## src/common/ivg_map.svh

```systemverilog
// Constant map of the interrupt vector generation block
`ifndef IVG_MAP_SVH
`define IVG_MAP_SVH
// ==========================================
// Offset register indices per interrupt type
`define IVG_IDX_CRIT 6'h00
`define IVG_IDX_MCHK 6'h01
`define IVG_IDX_DSTOR 6'h02
`define IVG_IDX_ISTOR 6'h03
`define IVG_IDX_EXT 6'h04
`define IVG_IDX_ALIGN 6'h05
`define IVG_IDX_PROG 6'h06
`define IVG_IDX_FPU 6'h07
`define IVG_IDX_SYSC 6'h08
`define IVG_IDX_AUX 6'h09
`define IVG_IDX_DEC 6'h0A
`define IVG_IDX_FIT 6'h0B
`define IVG_IDX_WDOG 6'h0C
`define IVG_IDX_DTLB 6'h0D
`define IVG_IDX_ITLB 6'h0E
`define IVG_IDX_DEBUG 6'h0F
`define IVG_IDX_VEC_UNAV 6'h20
`define IVG_IDX_VEC_DATA 6'h21
`define IVG_IDX_VEC_RND 6'h22
`define IVG_IDX_LOW_TOP 6'h0F
`define IVG_NUM_OFFSETS 35
// ==========================================
// Special-register selects outside the offset range
`define IVG_SEL_PREFIX 6'h3F
`define IVG_SEL_FAULT 6'h3E
// ==========================================
// Field positions and fixed values
`define IVG_PFX_MSB 31
`define IVG_PFX_LSB 16
`define IVG_OFF_MSB 15
`define IVG_OFF_LSB 4
`define IVG_VEC_LOW 4'h0
`define IVG_RST_LOW 12'hFFC
`define IVG_BOOT_WAIT 2'h2
`endif

```

## src/common/ivg_pkg.sv

```systemverilog
// Types of the interrupt vector generation block
package ivg_pkg;
  // ==========================================
  // Save/restore resource class
  typedef enum logic [1:0] {
    ivg_cls_nc,
    ivg_cls_crit,
    ivg_cls_dbg
  } ivg_cls_t;
  // ==========================================
  // Return instruction kind
  typedef enum logic [1:0] {
    ivg_ret_nc,
    ivg_ret_crit,
    ivg_ret_dbg
  } ivg_ret_t;
endpackage

```

## src/design/ivg_vector_unit.sv

```systemverilog
// Interrupt vector generation, save/restore and fault address capture
//
// Notes on behaviour
// - A vector address is prefix bits 32-47, the offset register's bits 48-59 and four zero bits.
// - Taking an interrupt redirects fetch to the vector address built for it.
// - Prefix and offset registers are not reset and software must load them before relying on interrupts.
// - Reset is no interrupt and fetch starts at the 20-bit reset base followed by 0xFFC.
// - Offset indices 0 to 9 serve critical, machine check, data and instruction storage, external, alignment, program, FPU, syscall and aux unit.
// - Offset indices 10 to 15 serve decrementer, fixed timer, watchdog, data and instruction miss and debug, 32 to 34 the vector unit.
// - Autovectored external and critical requests take their offset from their offset register.
// - Vectored requests use the offset supplied by the external controller.
// - Alignment, data miss and data storage from a memory access record the referenced address.
// - Non-critical interrupts use the non-critical save pair and return, async ones blocked by the external enable.
// - Critical interrupts may nest over non-critical ones, use the critical pair and are blocked by the critical enable.
// - Debug uses the critical pair and its return is illegal when the select bit is 0, the debug pair when 1.
`timescale 1ns/1ps
`include "ivg_map.svh"
module ivg_vector_unit (
  // Clock, reset, enable
  input wire logic mclk,
  input wire logic nrst,
  input wire logic ce,
  // Reset base strap pins
  input wire logic [19:0] rst_base,
  // Special-register access
  input wire logic spr_we,
  input wire logic spr_re,
  input wire logic [5:0] spr_sel,
  input wire logic [31:0] spr_wdata,
  output logic [31:0] spr_rdata,
  // Machine state bits
  input wire logic external_enable_bit,
  input wire logic critical_enable_bit,
  input wire logic debug_unit_select,
  // Current context from the pipeline
  input wire logic [31:0] cur_pc,
  input wire logic [31:0] cur_state,
  // Pipeline exceptions
  input wire logic exc_valid,
  input wire logic [5:0] exc_type,
  input wire logic exc_is_mem,
  input wire logic [31:0] exc_addr,
  output logic exc_taken,
  // External controller requests
  input wire logic ext_req,
  input wire logic ext_vectored,
  input wire logic [11:0] ext_offset,
  output logic ext_ack,
  input wire logic crit_req,
  input wire logic crit_vectored,
  input wire logic [11:0] crit_offset,
  output logic crit_ack,
  // Return instructions
  input wire logic ret_valid,
  input wire ivg_pkg::ivg_ret_t ret_kind,
  output logic restore_valid,
  output logic [31:0] restore_state,
  output logic illegal_ret,
  // Fetch redirect
  output logic fetch_valid,
  output logic [31:0] fetch_addr,
  // Saved context and fault address
  output logic [31:0] noncrit_save_addr,
  output logic [31:0] noncrit_save_state,
  output logic [31:0] crit_save_addr,
  output logic [31:0] crit_save_state,
  output logic [31:0] dbg_save_addr,
  output logic [31:0] dbg_save_state,
  output logic [31:0] data_fault_address
);
  // ==========================================
  // Decode helpers
  function automatic logic idx_ok(input logic [5:0] idx);
    idx_ok = (idx <= `IVG_IDX_LOW_TOP) ||
             (idx == `IVG_IDX_VEC_UNAV) ||
             (idx == `IVG_IDX_VEC_DATA) ||
             (idx == `IVG_IDX_VEC_RND);
  endfunction

  function automatic logic [5:0] idx_slot(input logic [5:0] idx);
    if (idx <= `IVG_IDX_LOW_TOP) begin
      idx_slot = idx;
    end else begin
      idx_slot = idx - `IVG_IDX_VEC_UNAV + `IVG_IDX_LOW_TOP + 6'h01;
    end
  endfunction

  function automatic logic [31:0] vec_addr(input logic [15:0] pfx, input logic [11:0] off);
    vec_addr = {pfx, off, `IVG_VEC_LOW};
  endfunction

  // ==========================================
  // Software-loaded vector registers, no reset
  logic [15:0] vector_prefix;
  logic [11:0] vector_offset_n [`IVG_NUM_OFFSETS];

  always_ff @(posedge mclk) begin
    if (ce && spr_we) begin
      if (spr_sel == `IVG_SEL_PREFIX) begin
        vector_prefix <= spr_wdata[`IVG_PFX_MSB:`IVG_PFX_LSB];
      end else if (idx_ok(spr_sel)) begin
        vector_offset_n[idx_slot(spr_sel)] <= spr_wdata[`IVG_OFF_MSB:`IVG_OFF_LSB];
      end
    end
  end

  // ==========================================
  // Reset base strap synchroniser
  logic [19:0] base_meta;
  logic [19:0] base_sync;
  logic [19:0] next_base_meta;
  logic [19:0] next_base_sync;

  always_comb begin
    next_base_meta = rst_base;
    next_base_sync = base_meta;
  end

  always_ff @(posedge mclk or negedge nrst) begin
    if (!nrst) begin
      base_meta <= 20'h00000;
      base_sync <= 20'h00000;
    end else if (ce) begin
      base_meta <= next_base_meta;
      base_sync <= next_base_sync;
    end
  end

  // ==========================================
  // Boot sequencing and interrupt selection
  typedef enum logic [1:0] {ivg_st_boot, ivg_st_run} ivg_state_t;

  ivg_state_t state;
  ivg_state_t next_state;
  logic [1:0] boot_cnt;
  logic [1:0] next_boot_cnt;

  logic take;
  logic take_pipe;
  logic take_ext;
  logic take_crit;
  logic [5:0] take_idx;
  logic [11:0] take_off;
  ivg_pkg::ivg_cls_t take_cls;
  logic pipe_async_nc;
  logic pipe_async_cr;
  logic pipe_allowed;

  always_comb begin
    next_state = state;
    next_boot_cnt = boot_cnt;
    if (state == ivg_st_boot) begin
      next_boot_cnt = boot_cnt + 2'h1;
      if (boot_cnt == `IVG_BOOT_WAIT) begin
        next_state = ivg_st_run;
      end
    end
  end

  always_comb begin
    pipe_async_nc = (exc_type == `IVG_IDX_DEC) || (exc_type == `IVG_IDX_FIT);
    pipe_async_cr = (exc_type == `IVG_IDX_WDOG) || (exc_type == `IVG_IDX_MCHK);
    pipe_allowed = idx_ok(exc_type) &&
                   !(pipe_async_nc && !external_enable_bit) &&
                   !(pipe_async_cr && !critical_enable_bit);
    take_pipe = 1'b0;
    take_crit = 1'b0;
    take_ext = 1'b0;
    take_idx = exc_type;
    take_off = 12'h000;
    take_cls = ivg_pkg::ivg_cls_nc;
    if (state == ivg_st_run) begin
      if (exc_valid && pipe_allowed) begin
        take_pipe = 1'b1;
        take_off = vector_offset_n[idx_slot(exc_type)];
      end else if (crit_req && critical_enable_bit && !crit_ack) begin
        take_crit = 1'b1;
        take_idx = `IVG_IDX_CRIT;
        // Vectored offset sampled at acceptance
        take_off = crit_vectored ? crit_offset : vector_offset_n[`IVG_IDX_CRIT];
      end else if (ext_req && external_enable_bit && !ext_ack) begin
        take_ext = 1'b1;
        take_idx = `IVG_IDX_EXT;
        take_off = ext_vectored ? ext_offset : vector_offset_n[`IVG_IDX_EXT];
      end
    end
    take = take_pipe || take_crit || take_ext;
    if (take_idx == `IVG_IDX_DEBUG) begin
      take_cls = debug_unit_select ? ivg_pkg::ivg_cls_dbg : ivg_pkg::ivg_cls_crit;
    end else if ((take_idx == `IVG_IDX_CRIT) || (take_idx == `IVG_IDX_MCHK) ||
                 (take_idx == `IVG_IDX_WDOG)) begin
      take_cls = ivg_pkg::ivg_cls_crit;
    end
  end

  // ==========================================
  // Fetch, save/restore and fault address
  logic next_fetch_valid;
  logic [31:0] next_fetch_addr;
  logic next_exc_taken;
  logic next_ext_ack;
  logic next_crit_ack;
  logic next_restore_valid;
  logic [31:0] next_restore_state;
  logic next_illegal_ret;
  logic [31:0] next_nc_addr;
  logic [31:0] next_nc_state;
  logic [31:0] next_cr_addr;
  logic [31:0] next_cr_state;
  logic [31:0] next_db_addr;
  logic [31:0] next_db_state;
  logic [31:0] next_fault;
  logic [31:0] next_spr_rdata;

  always_comb begin
    next_fetch_valid = 1'b0;
    next_fetch_addr = fetch_addr;
    next_exc_taken = take_pipe;
    next_ext_ack = take_ext;
    next_crit_ack = take_crit;
    next_restore_valid = 1'b0;
    next_restore_state = restore_state;
    next_illegal_ret = 1'b0;
    next_nc_addr = noncrit_save_addr;
    next_nc_state = noncrit_save_state;
    next_cr_addr = crit_save_addr;
    next_cr_state = crit_save_state;
    next_db_addr = dbg_save_addr;
    next_db_state = dbg_save_state;
    next_fault = data_fault_address;
    next_spr_rdata = spr_rdata;
    if ((state == ivg_st_boot) && (boot_cnt == `IVG_BOOT_WAIT)) begin
      next_fetch_valid = 1'b1;
      next_fetch_addr = {base_sync, `IVG_RST_LOW};
    end else if (take) begin
      next_fetch_valid = 1'b1;
      next_fetch_addr = vec_addr(vector_prefix, take_off);
      unique case (take_cls)
        ivg_pkg::ivg_cls_nc: begin
          next_nc_addr = cur_pc;
          next_nc_state = cur_state;
        end
        ivg_pkg::ivg_cls_crit: begin
          next_cr_addr = cur_pc;
          next_cr_state = cur_state;
        end
        default: begin
          next_db_addr = cur_pc;
          next_db_state = cur_state;
        end
      endcase
      if (take_pipe && exc_is_mem &&
          ((exc_type == `IVG_IDX_ALIGN) || (exc_type == `IVG_IDX_DTLB) ||
           (exc_type == `IVG_IDX_DSTOR))) begin
        next_fault = exc_addr;
      end
    end else if (ret_valid && (state == ivg_st_run)) begin
      unique case (ret_kind)
        ivg_pkg::ivg_ret_nc: begin
          next_fetch_valid = 1'b1;
          next_fetch_addr = noncrit_save_addr;
          next_restore_valid = 1'b1;
          next_restore_state = noncrit_save_state;
        end
        ivg_pkg::ivg_ret_crit: begin
          next_fetch_valid = 1'b1;
          next_fetch_addr = crit_save_addr;
          next_restore_valid = 1'b1;
          next_restore_state = crit_save_state;
        end
        default: begin
          if (debug_unit_select) begin
            next_fetch_valid = 1'b1;
            next_fetch_addr = dbg_save_addr;
            next_restore_valid = 1'b1;
            next_restore_state = dbg_save_state;
          end else begin
            next_illegal_ret = 1'b1;
          end
        end
      endcase
    end
    if (spr_re) begin
      if (spr_sel == `IVG_SEL_PREFIX) begin
        next_spr_rdata = {vector_prefix, 16'h0000};
      end else if (spr_sel == `IVG_SEL_FAULT) begin
        next_spr_rdata = data_fault_address;
      end else if (idx_ok(spr_sel)) begin
        next_spr_rdata = {16'h0000, vector_offset_n[idx_slot(spr_sel)], 4'h0};
      end else begin
        next_spr_rdata = 32'h00000000;
      end
    end
  end

  always_ff @(posedge mclk or negedge nrst) begin
    if (!nrst) begin
      state <= ivg_st_boot;
      boot_cnt <= 2'h0;
      fetch_valid <= 1'b0;
      fetch_addr <= 32'h00000000;
      exc_taken <= 1'b0;
      ext_ack <= 1'b0;
      crit_ack <= 1'b0;
      restore_valid <= 1'b0;
      restore_state <= 32'h00000000;
      illegal_ret <= 1'b0;
      noncrit_save_addr <= 32'h00000000;
      noncrit_save_state <= 32'h00000000;
      crit_save_addr <= 32'h00000000;
      crit_save_state <= 32'h00000000;
      dbg_save_addr <= 32'h00000000;
      dbg_save_state <= 32'h00000000;
      data_fault_address <= 32'h00000000;
      spr_rdata <= 32'h00000000;
    end else if (ce) begin
      state <= next_state;
      boot_cnt <= next_boot_cnt;
      fetch_valid <= next_fetch_valid;
      fetch_addr <= next_fetch_addr;
      exc_taken <= next_exc_taken;
      ext_ack <= next_ext_ack;
      crit_ack <= next_crit_ack;
      restore_valid <= next_restore_valid;
      restore_state <= next_restore_state;
      illegal_ret <= next_illegal_ret;
      noncrit_save_addr <= next_nc_addr;
      noncrit_save_state <= next_nc_state;
      crit_save_addr <= next_cr_addr;
      crit_save_state <= next_cr_state;
      dbg_save_addr <= next_db_addr;
      dbg_save_state <= next_db_state;
      data_fault_address <= next_fault;
      spr_rdata <= next_spr_rdata;
    end
  end
endmodule

```

## config.mk

```make
export PLATFORM = sky130hd
export DESIGN_NAME = ivg_vector_unit
export DESIGN_NICKNAME = d
export VERILOG_FILES = /design/src/common/ivg_pkg.sv /design/src/design/ivg_vector_unit.sv
export VERILOG_INCLUDE_DIRS = /design/src /design/src/common
export SDC_FILE = /design/constraint.sdc
export NUM_CORES = 1
export LEC_CHECK = 0
export BUFFER_PORTS_ARGS = -buffer_cell sky130_fd_sc_hd__buf_2
export CELL_PAD_IN_SITES_DETAIL_PLACEMENT = 0
export CELL_PAD_IN_SITES_GLOBAL_PLACEMENT = 1
export CORE_UTILIZATION = 41
export CTS_CLUSTER_DIAMETER = 150
export DETAILED_ROUTE_END_ITERATION = 16
export PLACE_DENSITY_LB_ADDON = 0.1
export RECOVER_POWER = 100
export REMOVE_ABC_BUFFERS = 1
export SYNTH_ARGS = -nofsm -noshare
export SYNTH_HDL_FRONTEND = slang
export SYNTH_SLANG_ARGS = --single-unit
export TNS_END_PERCENT = 20
```

## constraint.sdc

```tcl
create_clock -name mclk -period 2.65 [get_ports mclk]
set_input_delay 0.3975 -clock mclk [delete_from_list [all_inputs] [get_ports mclk]]
set_output_delay 0.3975 -clock mclk [all_outputs]
set_load 0.05 [all_outputs]
```

==> out/results.ini, run 1 <==
[sta]
fmax_ghz = 0.394
final_hold_viol_count = 0
finalHoldWorstSlack_ns = 0.0112
drv_slew = 137
finalWorstPathRequiredPeriod_ns = 2.54
fin_skew_ns = 0.0244
rsz0062_at_grt = no
max_slew_margin = -0.388
tightest_slew_ns = 2.08
post-route-period-util = 0.957
final-setup-viol-count = 0

[logic_synthesis]
yosysUniqueCellTypes = 75
ys_ff_latch = 750
ys_seq_area_frac = 0.622
netlist_area_sq_um = 33200
async_flop_share = 0.492
synth_warnings = 0
synth_cells = 2246
synth-edff-count = 381
syn_area_per_cell_sq_um = 14.8
synth_ff_type = edfxtp_1

[floorplanning]
start_util = 0.413
row_count = 104
fp.dieW_um = 287
dieHeight_um = 287
core_area_sq_um = 80400
pin_count = 527
die-area_sq_um = 82200

[power_and_ir_drop]
powerDensity_nw_per_um2 = 919
peakVddDrop_mv = 0.599
power_mw = 38.6
power_leakage_nw = 16.9

[route]
route.detailed.drc = 0
ant_nets = 0
drtIter0Drc = 2052
firstDrtPassIters = 8
drt_wl_total_um = 119000
via_per_inst = 5.55
avgRoutedWirePerCell_um = 27.6
num_vias = 23900

[grt]
grt_first_pass_wirelength_um = 169000
grt_overflow_total = 0
grt_max_degree = 67
grt_antenna_before_repair = 22
track_usage = 0.283
grt_pass1_vias = 23900

[clocking]
clk_path_buf_depth = 3
clk_latency_ns = 0.64
cts_sinks = 750
clk_pin_slew_ns = 0.06
cts_inserted_buffers = 84
htreeDepth = 3
cts_tree = yes
post_cts.repair.setup_buffers = 0
cts-root-buf = clkbuf_16

[worst_setup_path]
endpoint_kind = register
r2r_slack_ns = 0.24
cp.arrival_ns = 3.09
crit_chain = buf_4, clkbuf_1, nor2b_1, clkbuf_2, a221oi_1, nor2_1, o31ai_1, o221a_2, o21ai_0
crit_fanout = 16
crit_path_max_incr_delay_ns = 0.63
path_class = input pin to register
reg2reg_depth = 7
critPathLaunchType = input pin
crit_slowest_cell = clkbuf_1
r2r-end = fetch_addr[22]
cp.required_ns = 3.21
rr_startpoint = crit_ack

[status]
outcome = finished with violations
failed_checks = capacitance limit, slew limit

[final_layout]
nNetsFinal = 3370
area_delta_synth_final_pct = 26.2
final_layout_size_suffix_gt1_frac = 0.273
final_util = 0.522

[run]
drv_cap = 3

[placement]
dp.final_hpwl_um = 88000
place_congestion = 0.891
io_buffers = 522

[min_path]
min-delay-start = cur_pc[28]
whs_path_depth = 2
worstHoldPathType = input pin to register
worstHoldEndpoint = noncrit_save_addr[28]

[layer usage]
layer,vias up,track usage,part of all wire
li1,10400,-,-
met1,12200,0.362,0.40
met2,985,0.468,0.48
met3,226,0.0696,0.084
met4,10,0.102,0.037
met5,-,0,0.00045
[kinds of logic (layout without fill, tap and decap cells)]
logic type / Yosys count / after routing / synth area share
AOI/OAI and AO/OA: 387 / 387 / 0.0801
muxes: 542 / 542 / 0.220
xor gates and xnor gates: 1 / 1 / 0.000264
buffers and inverters: 171 / 1024 / 0.0239
other: 1 / 148 / 0.000113
adders and majority gates: 1 / 1 / 0.000376
and+or+nand+nor: 393 / 393 / 0.0534
DFF: 750 / 750 / 0.622
[synthesized netlist by cell type (13+ instances only)]
cell      count  area [sq um]
mux4_2      100          2250
buf_2        35           175
nand3_1      18          90.1
o21ai_0      81           405
a222oi_1     16           160
o22ai_1      31           194
nor2b_1      13          81.3
nor2_1      153           574
edfxtp_1    381         11400
dfrtp_1     369          9230
a21oi_1      91           455
buf_1        28           105
a22oi_1      29           218
nor3_1       20           100
mux2_2      262          2950
clkbuf_1     81           304
mux2i_1     116          1160
a221oi_1     58           508
buf_6        14           158
mux2_4       60           901
nand2_1     119           447
[power breakdown]
group	switching (mW)	internal (mW)
Combinational	8.93	2.83
Clock	4.80	6.55
Sequential	1.35	14.1
Total	15.1	23.5
[how the worst max path moves through the flow]
stage | start | endpoint | slack [ns] | depth (start not counted)
floorplan | crit_ack | restore_valid | -1.22 | 5
global placement | exc_type[5] | crit_save_addr[18] | -0.26 | 10
detailed placement | exc_type[5] | crit_save_addr[3] | -0.28 | 10
CTS | crit_ack | restore_state[24] | 0.32 | 7
global route | spr_sel[0] | spr_rdata[7] | 0.08 | 9
finish | spr_sel[0] | spr_rdata[7] | 0.11 | 9
[placed cells by master, fill, tap and decap left out, types with 99 or more instances in the layout]
cell           netlist  final
dlygate4sd3_1        0     99
mux2i_1            116    116
clkbuf_1            81    419
nand2_1            119    119
buf_4                1    149
mux2_2             262    261
conb_1               1    137
mux4_2             100    100
edfxtp_1           381    381
dfrtp_1            369    369
buf_2               35    172
nor2_1             153    153
[sequential cells by signal, indices dropped and copies added (netlist names), 2 cells and up]
register / flops
boot_cnt: 2
restore_state: 32
base_meta: 20
noncrit_save_addr: 32
base_sync: 20
dbg_save_addr: 32
dbg_save_state: 32
data_fault_address: 32
spr_rdata: 32
crit_save_addr: 32
vector_offset_n: 365
fetch_addr: 32
vector_prefix: 16
crit_save_state: 32
noncrit_save_state: 32
[final cells by class]
type                    count  area [sq um]
fillers                  7184         38500
flip-flops and latches    750         20700
multi-input cells        1461         12100
repair buffers            859          5090
clock buffers             126          2430
well taps                1060          1330
clock inverters            27           215
inverters                  12          45.0
diodes                     11          27.5
[stage by stage]
stage	worst slack [ns]	cells	area, sq um	TNS, ns
after floorplan	-1.22	2223	33000	-231.56
after global placement	-0.260	4043	39300	-25.80
after detailed placement	-0.277	4043	39300	-28.33
after CTS	0.319	4295	43000	0
after global routing	0.0795	4302	41900	0
final	0.114	4306	42000	0
[critical path, delay by kind of cell]
family / cells / cell delay [ns]
compound gates: 4 / 0.70
simple gates: 2 / 0.70
buf+inv: 3 / 1.28
[what timing repair did]
action | CTS | global route
hold buffers | 99 | 0
resized for setup | 0 | 0
endpoints found under the hold margin | 184 | 0
Note: power is estimated with default switching activity, not from simulation.
==> run 2: changes to the inputs <==
==> constraint.sdc (replaced) <==
create_clock -name mclk -period 3.29 [get_ports mclk]
set_input_delay 0.4935 -clock mclk [delete_from_list [all_inputs] [get_ports mclk]]
set_output_delay 0.4935 -clock mclk [all_outputs]
set_load 0.05 [all_outputs]
==> run 2 against run 1 <==
The flow still finishes with violations (capacitance limit, slew limit); non-clock buffer count down 187; sequential power fell by 19%; via count is 2.7% lower; cell area is 3.8% lower; register-to-register slack gained 0.10 ns; worst hold slack gained 0.023 ns; global-route usage fell by 0.18 points; clock skew shrank 0.0044 ns; die area stayed put; flip-flop and latch count did not move; clock-buffer cell count down 17; critical path type unchanged; critical endpoint is now data_fault_address[8].
==> out/results.ini, run 2 (synthesis results as in run 1) <==
[clocking]
hold_buffers = 3
cts_inserted_buffers = 83
htreeDepth = 3
post_cts.repair.setup_buffers = 0
clk_path_buf_depth = 3
clk_pin_slew_ns = 0.06
cts_sinks = 750
cts_resized = 0
cts-root-buf = clkbuf_16
cts_tree = yes
clk_latency_ns = 0.63

[power_and_ir_drop]
power_mw = 31.1
powerDensity_nw_per_um2 = 771
power_leakage_nw = 16.1
peakVddDrop_mv = 0.395

[sta]
final-setup-viol-count = 0
fmax_ghz = 0.333
post-route-period-util = 0.912
fin_skew_ns = 0.0200
setup_ws_ns = 0.290
finalWorstPathRequiredPeriod_ns = 3.00
tightest_slew_ns = 2.24
drv_slew = 145
max_slew_margin = -0.493
rsz0062_at_grt = no
final_hold_viol_count = 0
tns_ns = 0

[grt]
grt_first_pass_wirelength_um = 168000
met2_usage = 0.465
use_met1 = 0.370
grt_max_degree = 120
grt_overflow_total = 0
grt_pass1_vias = 23100
grt_antenna_before_repair = 24
track_usage = 0.282
grt_util_met3 = 0.0562
top_usage_layer = met2

[final_layout]
final_common_cell = clkbuf_1
regMostFlops = vector_offset_n
layout_common_cells = clkbuf_1 (383), edfxtp_1 (381), dfrtp_1 (369)
fill_cells = 7323
largest_reg_flops = 365
nNetsFinal = 3182
final_layout_size_suffix_gt1_frac = 0.271
area_delta_synth_final_pct = 21.4

[worst_setup_path]
crit_slowest_cell = nor3_2
r2r-end = data_fault_address[8]
crit_path_max_incr_delay_ns = 0.97
cp.required_ns = 3.80
crit_chain = clkbuf_1, and2_0, o21ai_0, nor3_2, buf_12, mux2_2
r2r_slack_ns = 0.34
path_delay_family = simple AND/OR/NAND/NOR gates
crit_fanout = 27
endpoint_kind = register
rr_startpoint = crit_ack
cp.arrival_ns = 3.51
critPathLaunchType = input pin
reg2reg_depth = 6
path_buf_inv = 2
path_class = input pin to register

[floorplanning]
start_util = 0.413
core_area_sq_um = 80400
pin_count = 527
row_count = 104
dieHeight_um = 287
fp.dieW_um = 287
die-area_sq_um = 82200

[min_path]
worstHoldEndpoint = vector_prefix[1]
min-delay-start = spr_wdata[17]
whs_path_depth = 1
worstHoldPathType = input pin to register

[placement]
io_buffers = 522
place_congestion = 0.883
dp.final_hpwl_um = 85100
dp_worst_setup_slack_ns = 0.174

[status]
outcome = finished with violations
failed_checks = capacitance limit, slew limit

[route]
avgRoutedWirePerCell_um = 28.5
firstDrtPassIters = 5
drt_wl_total_um = 118000
via_per_inst = 5.64
route.detailed.drc = 0
ant_nets = 0
num_vias = 23200
drtIter0Drc = 1826

[run]
drv_cap = 3

run 2: cell type report:
cell class,count,area (sq um),share of cell area
repair buffers,672,3400,0.0843
clock inverters,44,447,0.0111
diodes,11,27.5,0.000682
clock buffers,109,2350,0.0581
inverters,12,45.0,0.00112
well taps,1060,1330,0.0329
multi-input cells,1461,12100,0.300
flip-flops and latches,750,20700,0.512
run 2: stage by stage:
stage,area (sq um),cells,hold WS (ns),util
finish,40400,4119,0.0344,0.502
floorplan,33000,2223,0.198,-
global route,40400,4114,0.00804,0.502
detailed placement,38500,3952,0.452,0.478
global placement,38500,3952,0.448,0.478
CTS,41300,4108,0.00151,0.513
run 2: how the worst max path moves through the flow:
| stage | slack, ns | depth (start not counted) | from | to |
|---|---|---|---|---|
| after floorplan | -0.58 | 5 | crit_ack | restore_valid |
| after global placement | 0.22 | 8 | spr_sel[2] | spr_rdata[9] |
| after global routing | 0.24 | 6 | crit_ack | data_fault_address[8] |
| final | 0.29 | 6 | ce | data_fault_address[8] |
| after detailed placement | 0.17 | 8 | spr_sel[2] | spr_rdata[9] |
| after CTS | 0.58 | 7 | crit_ack | fetch_addr[18] |
run 2: layer usage:
layer	wire length, um	vias up
met5	57	-
met4	4080	8
met3	8730	216
met2	56700	928
met1	48000	12000
li1	-	10100
run 2: report_power, final:
part	total, mW	internal (mW)	switching, mW
Combinational	9.28	2.11	7.17
Clock	9.48	5.59	3.89
Sequential	12.4	11.4	1.03
